==> src/rtl/ddib_pkg.sv <==
package ddib_pkg;
  // Data path and program counter widths
  localparam int DDIB_DW = 32;
  localparam int DDIB_PCW = 12;
  localparam int DDIB_CFG_AW = 8;

  // Instruction codes decoded by this slice
  localparam logic [7:0] DDIB_OP_DIV = 8'h5c;
  localparam logic [7:0] DDIB_OP_INIT = 8'h01;
  localparam logic [7:0] DDIB_OP_JCC = 8'h74;

  // Instruction lengths in bytes
  localparam logic [DDIB_PCW-1:0] DDIB_LEN_ONE = 12'h001;
  localparam logic [DDIB_PCW-1:0] DDIB_LEN_JCC = 12'h002;

  // Reset values
  localparam logic [DDIB_PCW-1:0] DDIB_PC_RST = 12'h000;
  localparam logic [DDIB_DW-1:0] DDIB_ACC_RST = 32'h0000_0000;
  localparam logic [DDIB_CFG_AW-1:0] DDIB_CFG_ADDR_RST = 8'h00;

  // Sign bit of the accumulators and of the branch offset
  localparam int DDIB_MSB = DDIB_DW - 1;
  localparam int DDIB_OFS_MSB = 7;

  // Accumulator selectors for the write-back port
  localparam logic [1:0] DDIB_SEL_A = 2'h0;
  localparam logic [1:0] DDIB_SEL_B = 2'h1;
  localparam logic [1:0] DDIB_SEL_R = 2'h2;

  // Instruction offered to the slice
  typedef struct packed {
    logic valid;
    logic [7:0] opcode;
    logic [7:0] operand;
  } ddib_instr_t;

  // Write-back from the rest of the core
  typedef struct packed {
    logic acc_we;
    logic [1:0] acc_sel;
    logic [DDIB_DW-1:0] acc_data;
    logic carry_we;
    logic carry_val;
  } ddib_wb_t;

  // Status flags
  typedef struct packed {
    logic carry;
    logic overflow;
    logic sign;
    logic zero;
  } ddib_flags_t;

  // Configuration copy traffic
  typedef struct packed {
    logic we;
    logic [DDIB_CFG_AW-1:0] addr;
    logic [DDIB_DW-1:0] data;
  } ddib_cfg_wr_t;

  typedef enum logic [1:0] {
    DDIB_ST_RUN = 2'b00,
    DDIB_ST_RD = 2'b01,
    DDIB_ST_WR = 2'b10
  } ddib_state_t;
endpackage

==> src/rtl/ddib_core.sv <==
`timescale 1ns/1ns
// Notes on behaviour
// - One divide step: b gets quotient of a by r, a keeps twice remainder.
// - N chained steps give quotient times 2^(N-1), remainder times 2^N.
// - Initialize resets capacitance converter, resistance converter and core.
// - Initialize copies stored nonvolatile configuration into active configuration registers.
// - Branch on carry clear loads target when carry is 0; flags untouched.
// - The conditional branch never pushes a return address on the stack.
// - Branch target is PC relative, reach -128 to +127 bytes.
module ddib_core import ddib_pkg::*; #(
  parameter int CFG_WORDS = 16
) (
  input wire logic I_CLK,
  input wire logic I_RST,
  input wire ddib_instr_t I_INSTR,
  input wire ddib_wb_t I_WB,
  input wire logic [DDIB_DW-1:0] I_NV_DATA,
  output logic O_READY,
  output logic [DDIB_PCW-1:0] O_PC,
  output logic [DDIB_DW-1:0] O_ACC_A,
  output logic [DDIB_DW-1:0] O_ACC_B,
  output logic [DDIB_DW-1:0] O_ACC_R,
  output ddib_flags_t O_FLAGS,
  output logic O_CAP_CONV_RST,
  output logic O_RESISTANCE_CONVERTER_RST,
  output logic O_CORE_RST,
  output logic O_NV_RD,
  output logic [DDIB_CFG_AW-1:0] O_NV_ADDR,
  output ddib_cfg_wr_t O_CFG_WR
);

  localparam logic [DDIB_CFG_AW-1:0] LAST_ADDR = DDIB_CFG_AW'(CFG_WORDS - 1);

  ddib_state_t state, next_state;
  logic [DDIB_PCW-1:0] pc, next_pc;
  logic [DDIB_DW-1:0] acc_a, next_acc_a;
  logic [DDIB_DW-1:0] acc_b, next_acc_b;
  logic [DDIB_DW-1:0] acc_r, next_acc_r;
  ddib_flags_t flags, next_flags;
  logic [DDIB_CFG_AW-1:0] cfg_addr, next_cfg_addr;
  logic rst_pulse, next_rst_pulse;
  ddib_cfg_wr_t cfg_wr, next_cfg_wr;

  // Opcode match for an instruction offered while the slice accepts work
  function automatic logic take_op(input ddib_instr_t instr, input ddib_state_t st,
    input logic [7:0] code);
    return instr.valid && (st == DDIB_ST_RUN) && (instr.opcode == code);
  endfunction

  // Write-back hit on one accumulator
  function automatic logic wb_hit(input ddib_wb_t wb, input logic [1:0] sel);
    return wb.acc_we && (wb.acc_sel == sel);
  endfunction

  // Instruction kinds, only while the slice accepts instructions
  logic run, do_div, do_init, do_jcc;
  assign run = I_INSTR.valid && (state == DDIB_ST_RUN);
  assign do_div = take_op(I_INSTR, state, DDIB_OP_DIV);
  assign do_init = take_op(I_INSTR, state, DDIB_OP_INIT);
  assign do_jcc = take_op(I_INSTR, state, DDIB_OP_JCC);

  // Divide step: one restoring quotient bit per instruction
  logic [DDIB_DW:0] div_diff;
  logic div_q;
  logic [DDIB_DW-1:0] div_rem;
  logic [DDIB_DW-1:0] div_quot;
  assign div_diff = {1'b0, acc_a} - {1'b0, acc_r};
  assign div_q = ~div_diff[DDIB_DW];
  assign div_rem = div_q ? div_diff[DDIB_DW-1:0] : acc_a;
  assign div_quot = {acc_b[DDIB_DW-2:0], div_q};

  // Relative branch target from the signed byte operand
  logic [DDIB_PCW-1:0] jcc_ofs;
  assign jcc_ofs = {{(DDIB_PCW-DDIB_OFS_MSB-1){I_INSTR.operand[DDIB_OFS_MSB]}},
    I_INSTR.operand};

  // Next accumulator values: divide and initialize win over a write-back
  always_comb begin
    next_acc_a = acc_a;
    next_acc_b = acc_b;
    next_acc_r = acc_r;
    // Write-back from the rest of the core, only while running
    if (state == DDIB_ST_RUN) begin
      if (wb_hit(I_WB, DDIB_SEL_A)) begin
        next_acc_a = I_WB.acc_data;
      end
      if (wb_hit(I_WB, DDIB_SEL_B)) begin
        next_acc_b = I_WB.acc_data;
      end
      if (wb_hit(I_WB, DDIB_SEL_R)) begin
        next_acc_r = I_WB.acc_data;
      end
    end
    if (do_div) begin
      // Shifted remainder into a, one more quotient bit into b
      next_acc_a = {div_rem[DDIB_DW-2:0], 1'b0};
      next_acc_b = div_quot;
    end else if (do_init) begin
      next_acc_a = DDIB_ACC_RST;
      next_acc_b = DDIB_ACC_RST;
      next_acc_r = DDIB_ACC_RST;
    end
  end

  // Accumulator registers
  always_ff @(posedge I_CLK or posedge I_RST) begin
    if (I_RST) begin
      acc_a <= DDIB_ACC_RST;
      acc_b <= DDIB_ACC_RST;
      acc_r <= DDIB_ACC_RST;
    end else begin
      acc_a <= next_acc_a;
      acc_b <= next_acc_b;
      acc_r <= next_acc_r;
    end
  end

  // Next program counter, flags and converter reset pulse
  always_comb begin
    next_pc = pc;
    next_flags = flags;
    next_rst_pulse = 1'b0;
    // Carry write-back from the rest of the core
    if ((state == DDIB_ST_RUN) && I_WB.carry_we) begin
      next_flags.carry = I_WB.carry_val;
    end
    if (do_div) begin
      // Sign and zero follow the new quotient, carry and overflow hold
      next_flags.sign = div_quot[DDIB_MSB];
      next_flags.zero = (div_quot == DDIB_ACC_RST);
      next_pc = pc + DDIB_LEN_ONE;
    end else if (do_jcc) begin
      // Taken or not, no return address is stored and flags hold
      if (!flags.carry) begin
        next_pc = pc + jcc_ofs;
      end else begin
        next_pc = pc + DDIB_LEN_JCC;
      end
    end else if (do_init) begin
      // Whole core back to start, converters pulsed once
      next_pc = DDIB_PC_RST;
      next_flags = '0;
      next_rst_pulse = 1'b1;
    end else if (run) begin
      next_pc = pc + DDIB_LEN_ONE;
    end
  end

  // Program counter, flag and pulse registers
  always_ff @(posedge I_CLK or posedge I_RST) begin
    if (I_RST) begin
      pc <= DDIB_PC_RST;
      flags <= '0;
      rst_pulse <= 1'b0;
    end else begin
      pc <= next_pc;
      flags <= next_flags;
      rst_pulse <= next_rst_pulse;
    end
  end

  // Next values of the configuration copy engine
  always_comb begin
    next_state = state;
    next_cfg_addr = cfg_addr;
    next_cfg_wr = '0;
    case (state)
      DDIB_ST_RUN: begin
        if (do_init) begin
          // Start the reload at the first stored word
          next_cfg_addr = DDIB_CFG_ADDR_RST;
          next_state = DDIB_ST_RD;
        end
      end
      DDIB_ST_RD: begin
        // Read request issued this cycle, data arrives next cycle
        next_state = DDIB_ST_WR;
      end
      DDIB_ST_WR: begin
        // Write the word that the read of the previous cycle returned
        next_cfg_wr.we = 1'b1;
        next_cfg_wr.addr = cfg_addr;
        next_cfg_wr.data = I_NV_DATA;
        if (cfg_addr == LAST_ADDR) begin
          next_state = DDIB_ST_RUN;
        end else begin
          next_cfg_addr = cfg_addr + 1'b1;
          next_state = DDIB_ST_RD;
        end
      end
      default: next_state = DDIB_ST_RUN;
    endcase
  end

  // Copy engine registers
  always_ff @(posedge I_CLK or posedge I_RST) begin
    if (I_RST) begin
      state <= DDIB_ST_RUN;
      cfg_addr <= DDIB_CFG_ADDR_RST;
      cfg_wr <= '0;
    end else begin
      state <= next_state;
      cfg_addr <= next_cfg_addr;
      cfg_wr <= next_cfg_wr;
    end
  end

  // Outputs
  assign O_READY = (state == DDIB_ST_RUN);
  assign O_PC = pc;
  assign O_ACC_A = acc_a;
  assign O_ACC_B = acc_b;
  assign O_ACC_R = acc_r;
  assign O_FLAGS = flags;
  assign O_CAP_CONV_RST = rst_pulse;
  assign O_RESISTANCE_CONVERTER_RST = rst_pulse;
  assign O_CORE_RST = rst_pulse;
  assign O_NV_RD = (state == DDIB_ST_RD);
  assign O_NV_ADDR = cfg_addr;
  assign O_CFG_WR = cfg_wr;

endmodule

==> config.mk <==
export PLATFORM = sky130hd
export DESIGN_NAME = ddib_core
export DESIGN_NICKNAME = d
export VERILOG_FILES = /design/src/rtl/ddib_pkg.sv /design/src/rtl/ddib_core.sv
export SDC_FILE = /design/constraint.sdc
export NUM_CORES = 1
export LEC_CHECK = 0
export ABC_AREA = 1
export BUFFER_PORTS_ARGS = -buffer_cell sky130_fd_sc_hd__buf_2
export CAP_MARGIN = 20
export CORE_MARGIN = 4
export CORE_UTILIZATION = 25
export DETAILED_ROUTE_END_ITERATION = 7
export HOLD_SLACK_MARGIN = 0.02
export PLACE_DENSITY = 0.51
export SYNTH_ARGS = -nofsm -noshare
export SYNTH_HDL_FRONTEND = slang
export SYNTH_SLANG_ARGS = --single-unit
==> constraint.sdc <==
create_clock -name I_CLK -period 6.21 [get_ports I_CLK]
set_input_delay 0.621 -clock I_CLK [delete_from_list [all_inputs] [get_ports I_CLK]]
set_output_delay 0.621 -clock I_CLK [all_outputs]
set_load 0.005 [all_outputs]
After elaboration in Yosys (flattened, before gate mapping)
Index checks and enable logic that the tools add are counted.
- add/sub/neg operators: 5
- equality and inequality tests: 11
- multiplexer cells: 33
- bitwise gates (word level): 1
- reductions and logical operators: 21
- operator list (kind ; number):
    $mux W32 ; 12
    $mux W12 ; 5
    $mux W41 ; 1
    $sub A32 B32 Y33 ; 1
    $logic_not A32 Y1 ; 1
    $mux W31 ; 1
    $eq A8 B7 Y1 const B ; 2
    $mux W8 ; 2
    $pmux W8 S2 ; 1
    $add A12 B1 Y12 const B ; 1
    $add A12 B12 Y12 ; 1
    $add A12 B2 Y12 const B ; 1
    $reduce_bool A3 Y1 ; 3
    $add A8 B1 Y8 const B ; 1
    $eq A8 B1 Y1 const B ; 1
    $eq A8 B4 Y1 const B ; 1
    $logic_and A1 B1 Y1 ; 8
    $mux W4 ; 2
    $mux W2 ; 3
    $pmux W2 S3 ; 1
    $reduce_and A2 Y1 ; 3
    $mux W1 ; 5
    $eq A2 B1 Y1 const B ; 2
    $eq A2 B2 Y1 const B ; 2
    other kinds (7) ; 10
- register bits: 163
- bits of input ports: 88
- output and inout port bits: 166
- word-level logic and storage cells: 84

Logic depth before layout (Yosys ltp)
Gate-level depths: netlist of the first run.
- depth after elaboration: 6
- depth in mapped cells: 18
- depth with buffers taken out: 17

Least setup slack after synthesis of the first run
No wires, ideal clock.
- kind: reg2reg
- from: register acc_a[0] (netlist: O_ACC_A[0])
- to: register acc_a[18] (netlist: O_ACC_A[18])
- library setup time: 0.117 ns
- data arrival time: 2.057 ns
- data required time: 6.093 ns
- path slack: 4.037 ns
- stages on the path, launching flop included: 19
- buffers on the path: 1
- period minus slack after synthesis: 2.173 ns
- cells stage by stage: dfrtp_1 inv_1 ha_1 fa_1 inv_1 nand2_1 nand2_1 nand3_1 nand2_1 nand2_1 nand2_1 nand2_4 nand2_4 buf_6 nor2_2 nand2_1 nand2_1 nor2_1 nor2_1
- longest elaborated chain between the ends: 3
- ends and longest elaborated chain (what ; line ; source):
    start: declaration ; ddib_core.sv:36 ; logic [DDIB_DW-1:0] acc_a, next_acc_a;
    start signal: assignment ; ddib_core.sv:112 ; acc_a <= next_acc_a;
    $sub A32 B32 Y33 ; ddib_core.sv:67 ; assign div_diff = {1'b0, acc_a} - {1'b0, acc_r};
    $mux W31 ; ddib_core.sv:69 ; assign div_rem = div_q ? div_diff[DDIB_DW-1:0] : acc_a;
    $mux W32 ; ddib_core.sv:94 ; if (do_div) begin
No other way between the ends.
A chain may end at the register's enable or synchronous reset.

Worst setup path after layout of the first run
- from: register acc_a[18] (netlist: O_ACC_A[18])
- to: register acc_a[19] (netlist: O_ACC_A[19])
- longest elaborated chain between the ends: 3
- ends and longest elaborated chain (what ; line):
    $sub A32 B32 Y33 ; ddib_core.sv:67
    $mux W31 (*) ; ddib_core.sv:69
    $mux W32 (*) ; ddib_core.sv:94
Mark *: on every way between the ends. The rest lies on a longest branch, timed or not.

==> metrics.cfg, run 1 <==
[run_status]
status = completed

[finish]
finalNetCount = 2020
layout_commonest_cell = nand2_1
area_delta_synth_final_pct = 21.5
utilization = 0.307
fillers = 4965
layout_common_cells = nand2_1, inv_1, nor2_1
drive_gt1_frac = 0.171

[sta]
hold_viol = 0
maxSlewViolCount = 0
post-route-period-util = 0.475
rsz0062_at_grt = no
max_slew_margin = 0.356
timing.fmax_ghz = 0.339
period_needed_ns = 2.95
worst_clock_skew_ns = 0.0111
setup_viol_count_final = 0
final.setup.worst_slack_ns = 3.26
hold_ws_ns = 0.210
worst_slew_pin_slew_ns = 0.965
fin_tns_setup_ns = 0

[yosys]
ys_ff_latch = 163
yosysTopAreaCell = dfrtp_1
syn_nets = 1790
synth-async-reset-ratio = 1.00
yosysWarnings = 0
synth_edf_count = 0
synth.distinct_cells = 51
postSynthCellCount = 1654
synthesis.area_um2 = 11200
ys_seq_area_frac = 0.366
netlist.area_leader.share = 0.366
synth_area_leaders = dfrtp_1, nand2_1, inv_1, nor2_1, ha_1
ys.flop_type = dfrtp_1
syn_area_per_cell_um2 = 6.75

[die]
num_rows = 77
die_w_um = 219
coreArea_um2 = 44100
dieArea_um2 = 48100
io_pins = 254
start_util = 0.253
dieHeight_um = 219

[setup_path]
slowest_stage = a21oi_4
max_stage_delay_ns = 0.62
crit_type = reg2reg
endpoint = O_ACC_A[19]
start_kind = flip-flop
regToRegStartpoint = O_ACC_A[18]
timing.critical_path.fanout_max = 30
cp-startpoint = O_ACC_A[18]
reg2reg_to = O_ACC_A[19]
cp.required_ns = 6.60
worstPathCellList = ha_1 > nand2_1 > inv_1 > nand2_1 > nand2_1 > nand2_1 > nand2_1 > a21oi_4 > nand2_4 > nor2_2 > nand2_1 > nand2_1 > nor2_1 > nor2_1
end_kind = flip-flop
r2r.worst_path.cells = 14
cp_data_arrival_time_ns = 3.33
r2r_slack_ns = 3.26
cpMostUsedCell = nand2_1

[clocking]
cts_root_buf = clkbuf_16
clock_sinks = 163
cts_setup_buffers = 0
clk_pin_slew_ns = 0.08
cts_buffer_depth = 2
htree_levels = 4
cts_tree = built
cts_resized = 0
cts_made_buffers = 17
clk_latency_ns = 0.46
hold_buffers = 0

[placement]
dp.final_hpwl_um = 33800
place_congestion = 0.900
dp_worst_setup_slack_ns = 3.23
portBuffers = 252

[route]
initialDrtViolationCount = 719
first_pass_iters = 5
via_per_inst = 4.50
via_count = 11204
drc = 0
drt-total-wl_um = 42100
ant_nets = 0
routedWlPerCell_um = 16.9

[global_route]
grt_pass1_vias = 11247
grt_max_degree = 65
grt_pass1_wl_um = 64700
track_usage = 0.175
grt_antenna_before_repair = 3
grt_overflow = 0

[power]
ir_worst_vdd_mv = 0.189
leakagePower_uw = 0.00760
powerDensity_nw_per_um2 = 170

[worst_hold_path]
min_path_type = in2async

[run]
max_cap_viol_count = 0

-- metal layers --
metal | global-route usage | vias up | share of wire | wire (µm)
met1 | 0.226 | 5207 | 0.45 | 18700
met2 | 0.280 | 313 | 0.46 | 19400
met3 | 0.0438 | 62 | 0.062 | 2610
met4 | 0.0674 | 2 | 0.031 | 1300
li1 | - | 5620 | - | -
met5 | 0 | - | 0.00031 | 13
-- cell usage after synthesis, types with 2 or more instances --
cell and instances:
nand2_1 354, inv_1 327, nor2_1 278, dfrtp_1 163, nand3_1 115, o21ai_1 60, a21oi_1 57, ha_1 46
a211oi_1 31, o21ai_0 29, clkbuf_1 22, a22oi_1 16, nand4_1 16, nor3_1 13, xor2_1 13, nand3b_1 12
xnor2_1 11, buf_2 10, inv_2 9, buf_4 7, nor4_1 7, buf_6 5, nand2_4 4, a21oi_2 3
buf_1 3, nand2_2 3, nor2_2 3, a21o_1 2, a31oi_1 2, and2_1 2, clkinv_1 2, fa_1 2
nand3_2 2, nor2_4 2, nor3b_1 2, nor4_2 2, o211ai_1 2, o21bai_1 2, o22ai_1 2, or2_2 2
-- sequential cells by signal, indices dropped and copies added, names as in the netlist --
| name | count |
|---|---|
| O_NV_ADDR | 8 |
| O_PC | 12 |
| O_ACC_B | 32 |
| O_ACC_A | 32 |
| O_ACC_R | 32 |
| O_CAP_CONV_RST | 1 |
| O_FLAGS | 3 |
| O_CFG_WR | 41 |
| state | 2 |
-- how the worst min path moves through the flow --
stage,endpoint,slack (ns),cells after the start
final,O_ACC_B[6],0.21,2
after global placement,O_ACC_B[31],0.47,2
after floorplan,O_ACC_B[31],0.47,2
after global routing,O_ACC_B[6],0.24,2
after detailed placement,O_ACC_B[31],0.47,2
after CTS,O_ACC_B[6],0.22,2
-- final cells by class --
cell class              instances  area, µm²  share of cell area
well taps                     592        741              0.0546
clock inverters                14        168              0.0124
inverters                     339       1280              0.0946
clock buffers                  18        429              0.0317
multi-input cells            1105       5550               0.409
diodes                          2       5.00            0.000369
repair buffers                258       1310              0.0963
flip-flops and latches        163       4080               0.301
-- cells by family after synthesis --
group           count (synthesis)  share of synthesized area
xor+xnor                       24                     0.0188
simple gates                  821                      0.313
fa+ha+maj                      48                     0.0552
compound gates                211                      0.110
other cells                     1                   0.000336
flops                         163                      0.366
buf+inv                       386                      0.137
-- critical path, delay by kind of cell, from the launching register on --
kind / cells / cell delay, ns
AND/OR/NAND/NOR: 11 / 1.35
AO/OA/AOI/OAI: 1 / 0.62
adder cells (fa/ha/maj): 1 / 0.39
flip-flops: 1 / 0.44
buffers and inverters: 1 / 0.06
-- metrics by stage --
step | total power, µW | instances | instance area [µm²]
6_report | 2300 | 2491 | 13600
4_1_cts | 2340 | 2489 | 13600
2_1_floorplan | 1150 | 1654 | 11200
3_3_place_gp | 1210 | 2457 | 13000
3_5_place_dp | 1210 | 2457 | 13000
5_1_grt | 2390 | 2490 | 13600
-- power breakdown --
| part | internal [µW] | switching (µW) |
|---|---|---|
| sequential | 1060 | 0 |
| combinational | 42.0 | 80.2 |
| clock | 607 | 512 |
Power figures use the tool's default switching activity.
==> run 2: changes to the inputs <==
- ABC_AREA: 1 -> 0
- PLACE_DENSITY: 0.51 -> 0.53
- clock period: 6.21 -> 2.6 ns (I/O delays scaled with it)
==> metrics.cfg, run 2 <==
[route]
via_per_inst = 4.83  ; was 4.50
drc = 0  ; unchanged
initialDrtViolationCount = 669  ; was 719
drt-total-wl_um = 38600  ; was 42100 µm
via_count = 9911  ; was 11204
routedWlPerCell_um = 18.8  ; was 16.9 µm
ant_nets = 0  ; unchanged
first_pass_iters = 5  ; unchanged

[clocking]
htree_levels = 4  ; unchanged
clock_sinks = 163  ; unchanged
cts_root_buf = clkbuf_16  ; unchanged
cts_tree = built  ; unchanged
clk_latency_ns = 0.45  ; was 0.46 ns
clk_pin_slew_ns = 0.08  ; about the same
cts_made_buffers = 17  ; unchanged
cts_buffer_depth = 2  ; unchanged

[finish]
layout_common_cells = buf_2, dfrtp_1, buf_4  ; was nand2_1, inv_1, nor2_1
multi_input_area_um2 = 5460  ; was 5550 µm²
fillers = 3959  ; was 4965
largest_register_ffs = 41  ; unchanged
area.sequential_um2 = 4080  ; unchanged
finalNetCount = 1664  ; was 2020
area_delta_synth_final_pct = 44.7  ; was 21.5%
layout_commonest_cell = buf_2  ; was nand2_1
postLayoutCellArea_um2 = 14000  ; was 13600 µm²
drive_gt1_frac = 0.341  ; was 0.171
utilization = 0.369  ; was 0.307

[yosys]
netlist.area_leader.share = 0.422  ; was 0.366
ys_top_cells_by_count = dfrtp_1, nand2_1, a21oi_1  ; was nand2_1, inv_1, nor2_1
syn_nets = 1254  ; was 1790
syn_area_per_cell_um2 = 8.64  ; was 6.75 µm²
synth_edf_count = 0  ; unchanged
postSynthCellCount = 1118  ; was 1654
yosysMostFrequentCell = dfrtp_1  ; was nand2_1
synthesis.area_um2 = 9660  ; was 11200 µm²
yosysTopAreaCell = dfrtp_1  ; unchanged
ys_ff_latch = 163  ; unchanged
ys.flop_type = dfrtp_1  ; unchanged
synth-async-reset-ratio = 1.00  ; unchanged
ys_seq_area_frac = 0.422  ; was 0.366
synth.distinct_cells = 66  ; was 51
synth_area_leaders = dfrtp_1, nand2_1, ha_1, a21oi_1, o21ai_0  ; was dfrtp_1, nand2_1, inv_1, nor2_1, ha_1
yosysWarnings = 0  ; unchanged

[placement]
portBuffers = 252  ; unchanged
dp.final_hpwl_um = 29600  ; was 33800 µm
place_congestion = 0.896  ; was 0.900
place_area_um2 = 12600  ; was 13000 µm²

[setup_path]
end_kind = flip-flop  ; unchanged
timing.critical_path.fanout_max = 6  ; was 30
cp.required_ns = 2.92  ; was 6.60 ns
start_kind = flip-flop  ; unchanged
slowest_stage = fa_2  ; was a21oi_4
cp_data_arrival_time_ns = 3.03  ; was 3.33 ns
crit_type = reg2reg  ; unchanged
worstPathCellList = inv_1 > ha_2 > fa_2 > nand2b_4 > a21oi_4 > o211ai_1 > buf_4 > a211oi_4 > or2_4 > a21o_1 > buf_12 > mux2i_2 > o22ai_1  ; was ha_1 > nand2_1 > inv_1 > nand2_1 > nand2_1 > nand2_1 > nand2_1 > a21oi_4 > nand2_4 > nor2_2 > nand2_1 > nand2_1 > nor2_1 > nor2_1
max_stage_delay_ns = 0.36  ; was 0.62 ns

[power]
powerDensity_nw_per_um2 = 472  ; was 170 nW/µm²
leakagePower_uw = 0.00696  ; was 0.00760 µW
ir_worst_vdd_mv = 0.461  ; was 0.189 mV

[global_route]
track_usage = 0.183  ; was 0.175
grt_pass1_wl_um = 59500  ; was 64700 µm
grt_pass1_vias = 10143  ; was 11247
grt_max_degree = 54  ; was 65
grt_overflow = 0  ; unchanged
grt_antenna_before_repair = 5  ; was 3

[run]
max_cap_viol_count = 0  ; unchanged

[worst_hold_path]
min_path_type = in2reg  ; was in2async

[sta]
setup_viol_count_final = 24  ; was 0
hold_viol = 0  ; unchanged
rsz0062_at_grt = yes  ; was no
maxSlewViolCount = 0  ; unchanged
worst_clock_skew_ns = 0.0183  ; was 0.0111 ns
final.setup.worst_slack_ns = -0.110  ; was 3.26 ns
max_slew_margin = 0.530  ; was 0.356
worst_slew_pin_slew_ns = 0.698  ; was 0.965 ns
post-route-period-util = 1.04  ; was 0.475
period_needed_ns = 2.71  ; was 2.95 ns
timing.fmax_ghz = 0.369  ; was 0.339 GHz

[die]
coreArea_um2 = 37800  ; was 44100 µm²
dieArea_um2 = 41800  ; was 48100 µm²
num_rows = 71  ; was 77
die_w_um = 205  ; was 219 µm
dieHeight_um = 205  ; was 219 µm
io_pins = 254  ; unchanged
start_util = 0.255  ; was 0.253

[run_status]
violations = negative setup slack
status = finished with violations  ; was completed

[run 2: changes by cell type in the layout (fill, tap and decap cells not counted), sizes merged, moves of 20 or more]
cell	before	now
inv	343	62
nor2	283	72
nand2	361	156
buf	258	422
nand3	117	25
and2	3	45
a21oi	61	96
dlygate4sd3	0	30
a211oi	31	5
mux2i	0	20
[run 2: path summary, 6_finish.rpt]
path,startpoint,to,slack [ns],cells after the start
min in group asynchronous,I_RST,O_ACC_R[25],0.37,3
setup reg to reg,O_ACC_A[0],O_ACC_A[7],-0.11,13
hold reg to reg,O_FLAGS[1],O_FLAGS[1],0.50,2
max in group asynchronous,I_RST,O_ACC_B[9],1.58,4
hold / removal,I_WB[16],O_ACC_R[14],0.06,3
setup / recovery,O_ACC_A[0],O_ACC_A[7],-0.11,13
[run 2: report_power, final]
part | switching (µW) | internal [µW] | leakage (µW) | total (µW)
combinational | 675 | 657 | 0.00444 | 1330
clock | 1220 | 1450 | 0.000294 | 2670
sequential | 29.4 | 2570 | 0.00222 | 2600
total | 1920 | 4680 | 0.00696 | 6600
[run 2: cell type report]
| type | instances | area share |
|---|---|---|
| Antenna cell | 2 | 0.000358 |
| Clock buffer | 18 | 0.0307 |
| Clock inverter | 14 | 0.0119 |
| Inverter | 56 | 0.0153 |
| Multi-Input combinational cell | 838 | 0.391 |
| Sequential cell | 163 | 0.292 |
| Tap cell | 511 | 0.0458 |
| Timing Repair Buffer | 452 | 0.213 |
[run 2: worst max-delay path, delay by kind of cell, from the launching register on]
| family | cells | cell delay [ns] |
|---|---|---|
| and+or+nand+nor | 2 | 0.39 |
| muxes | 1 | 0.20 |
| AOI/OAI and AO/OA | 5 | 0.74 |
| adders and majority gates | 2 | 0.55 |
| buffers and inverters | 3 | 0.36 |
| DFF | 1 | 0.35 |
[run 2: metal layers]
metal,global-route usage,wire (µm),vias to the layer above
met4,0.0481,750,4
met1,0.235,16900,4773
met5,0,23,-
met2,0.299,18000,318
met3,0.0589,2890,38
li1,-,-,4778
[run 2: cell families (layout without fill, tap and decap cells)]
group	after synthesis	in the layout	synth area share
AO/OA/AOI/OAI	335	335	0.213
XOR/XNOR	36	36	0.0326
adder cells (fa/ha/maj)	48	48	0.0637
buffers and inverters	117	540	0.0479
flip-flops	163	163	0.422
multiplexers	23	23	0.0242
other	1	3	0.000388
AND/OR/NAND/NOR	395	395	0.195
[run 2: repair_timing]
item,CTS,global route
gates resized for setup,35,47
hold endpoints to repair,39,0
setup buffers,11,2
setup endpoints to repair,33,41
hold buffers,30,0
gates cloned,1,0
pin swaps,33,32
[run 2: stage by stage]
stage | hold slack [ns] | setup TNS, ns | std cells | power [µW] | worst slack, ns
after floorplan | 0.389 | -0.143 | 1118 | 3320 | -0.0439
after global placement | 0.299 | -5.48 | 1977 | 3820 | -0.259
after detailed placement | 0.298 | -7.41 | 1977 | 3830 | -0.299
after CTS | 0.0417 | -0.744 | 2051 | 6600 | -0.0706
after global routing | 0.0505 | -5.33 | 2052 | 6910 | -0.233
final | 0.0628 | -1.14 | 2054 | 6600 | -0.110
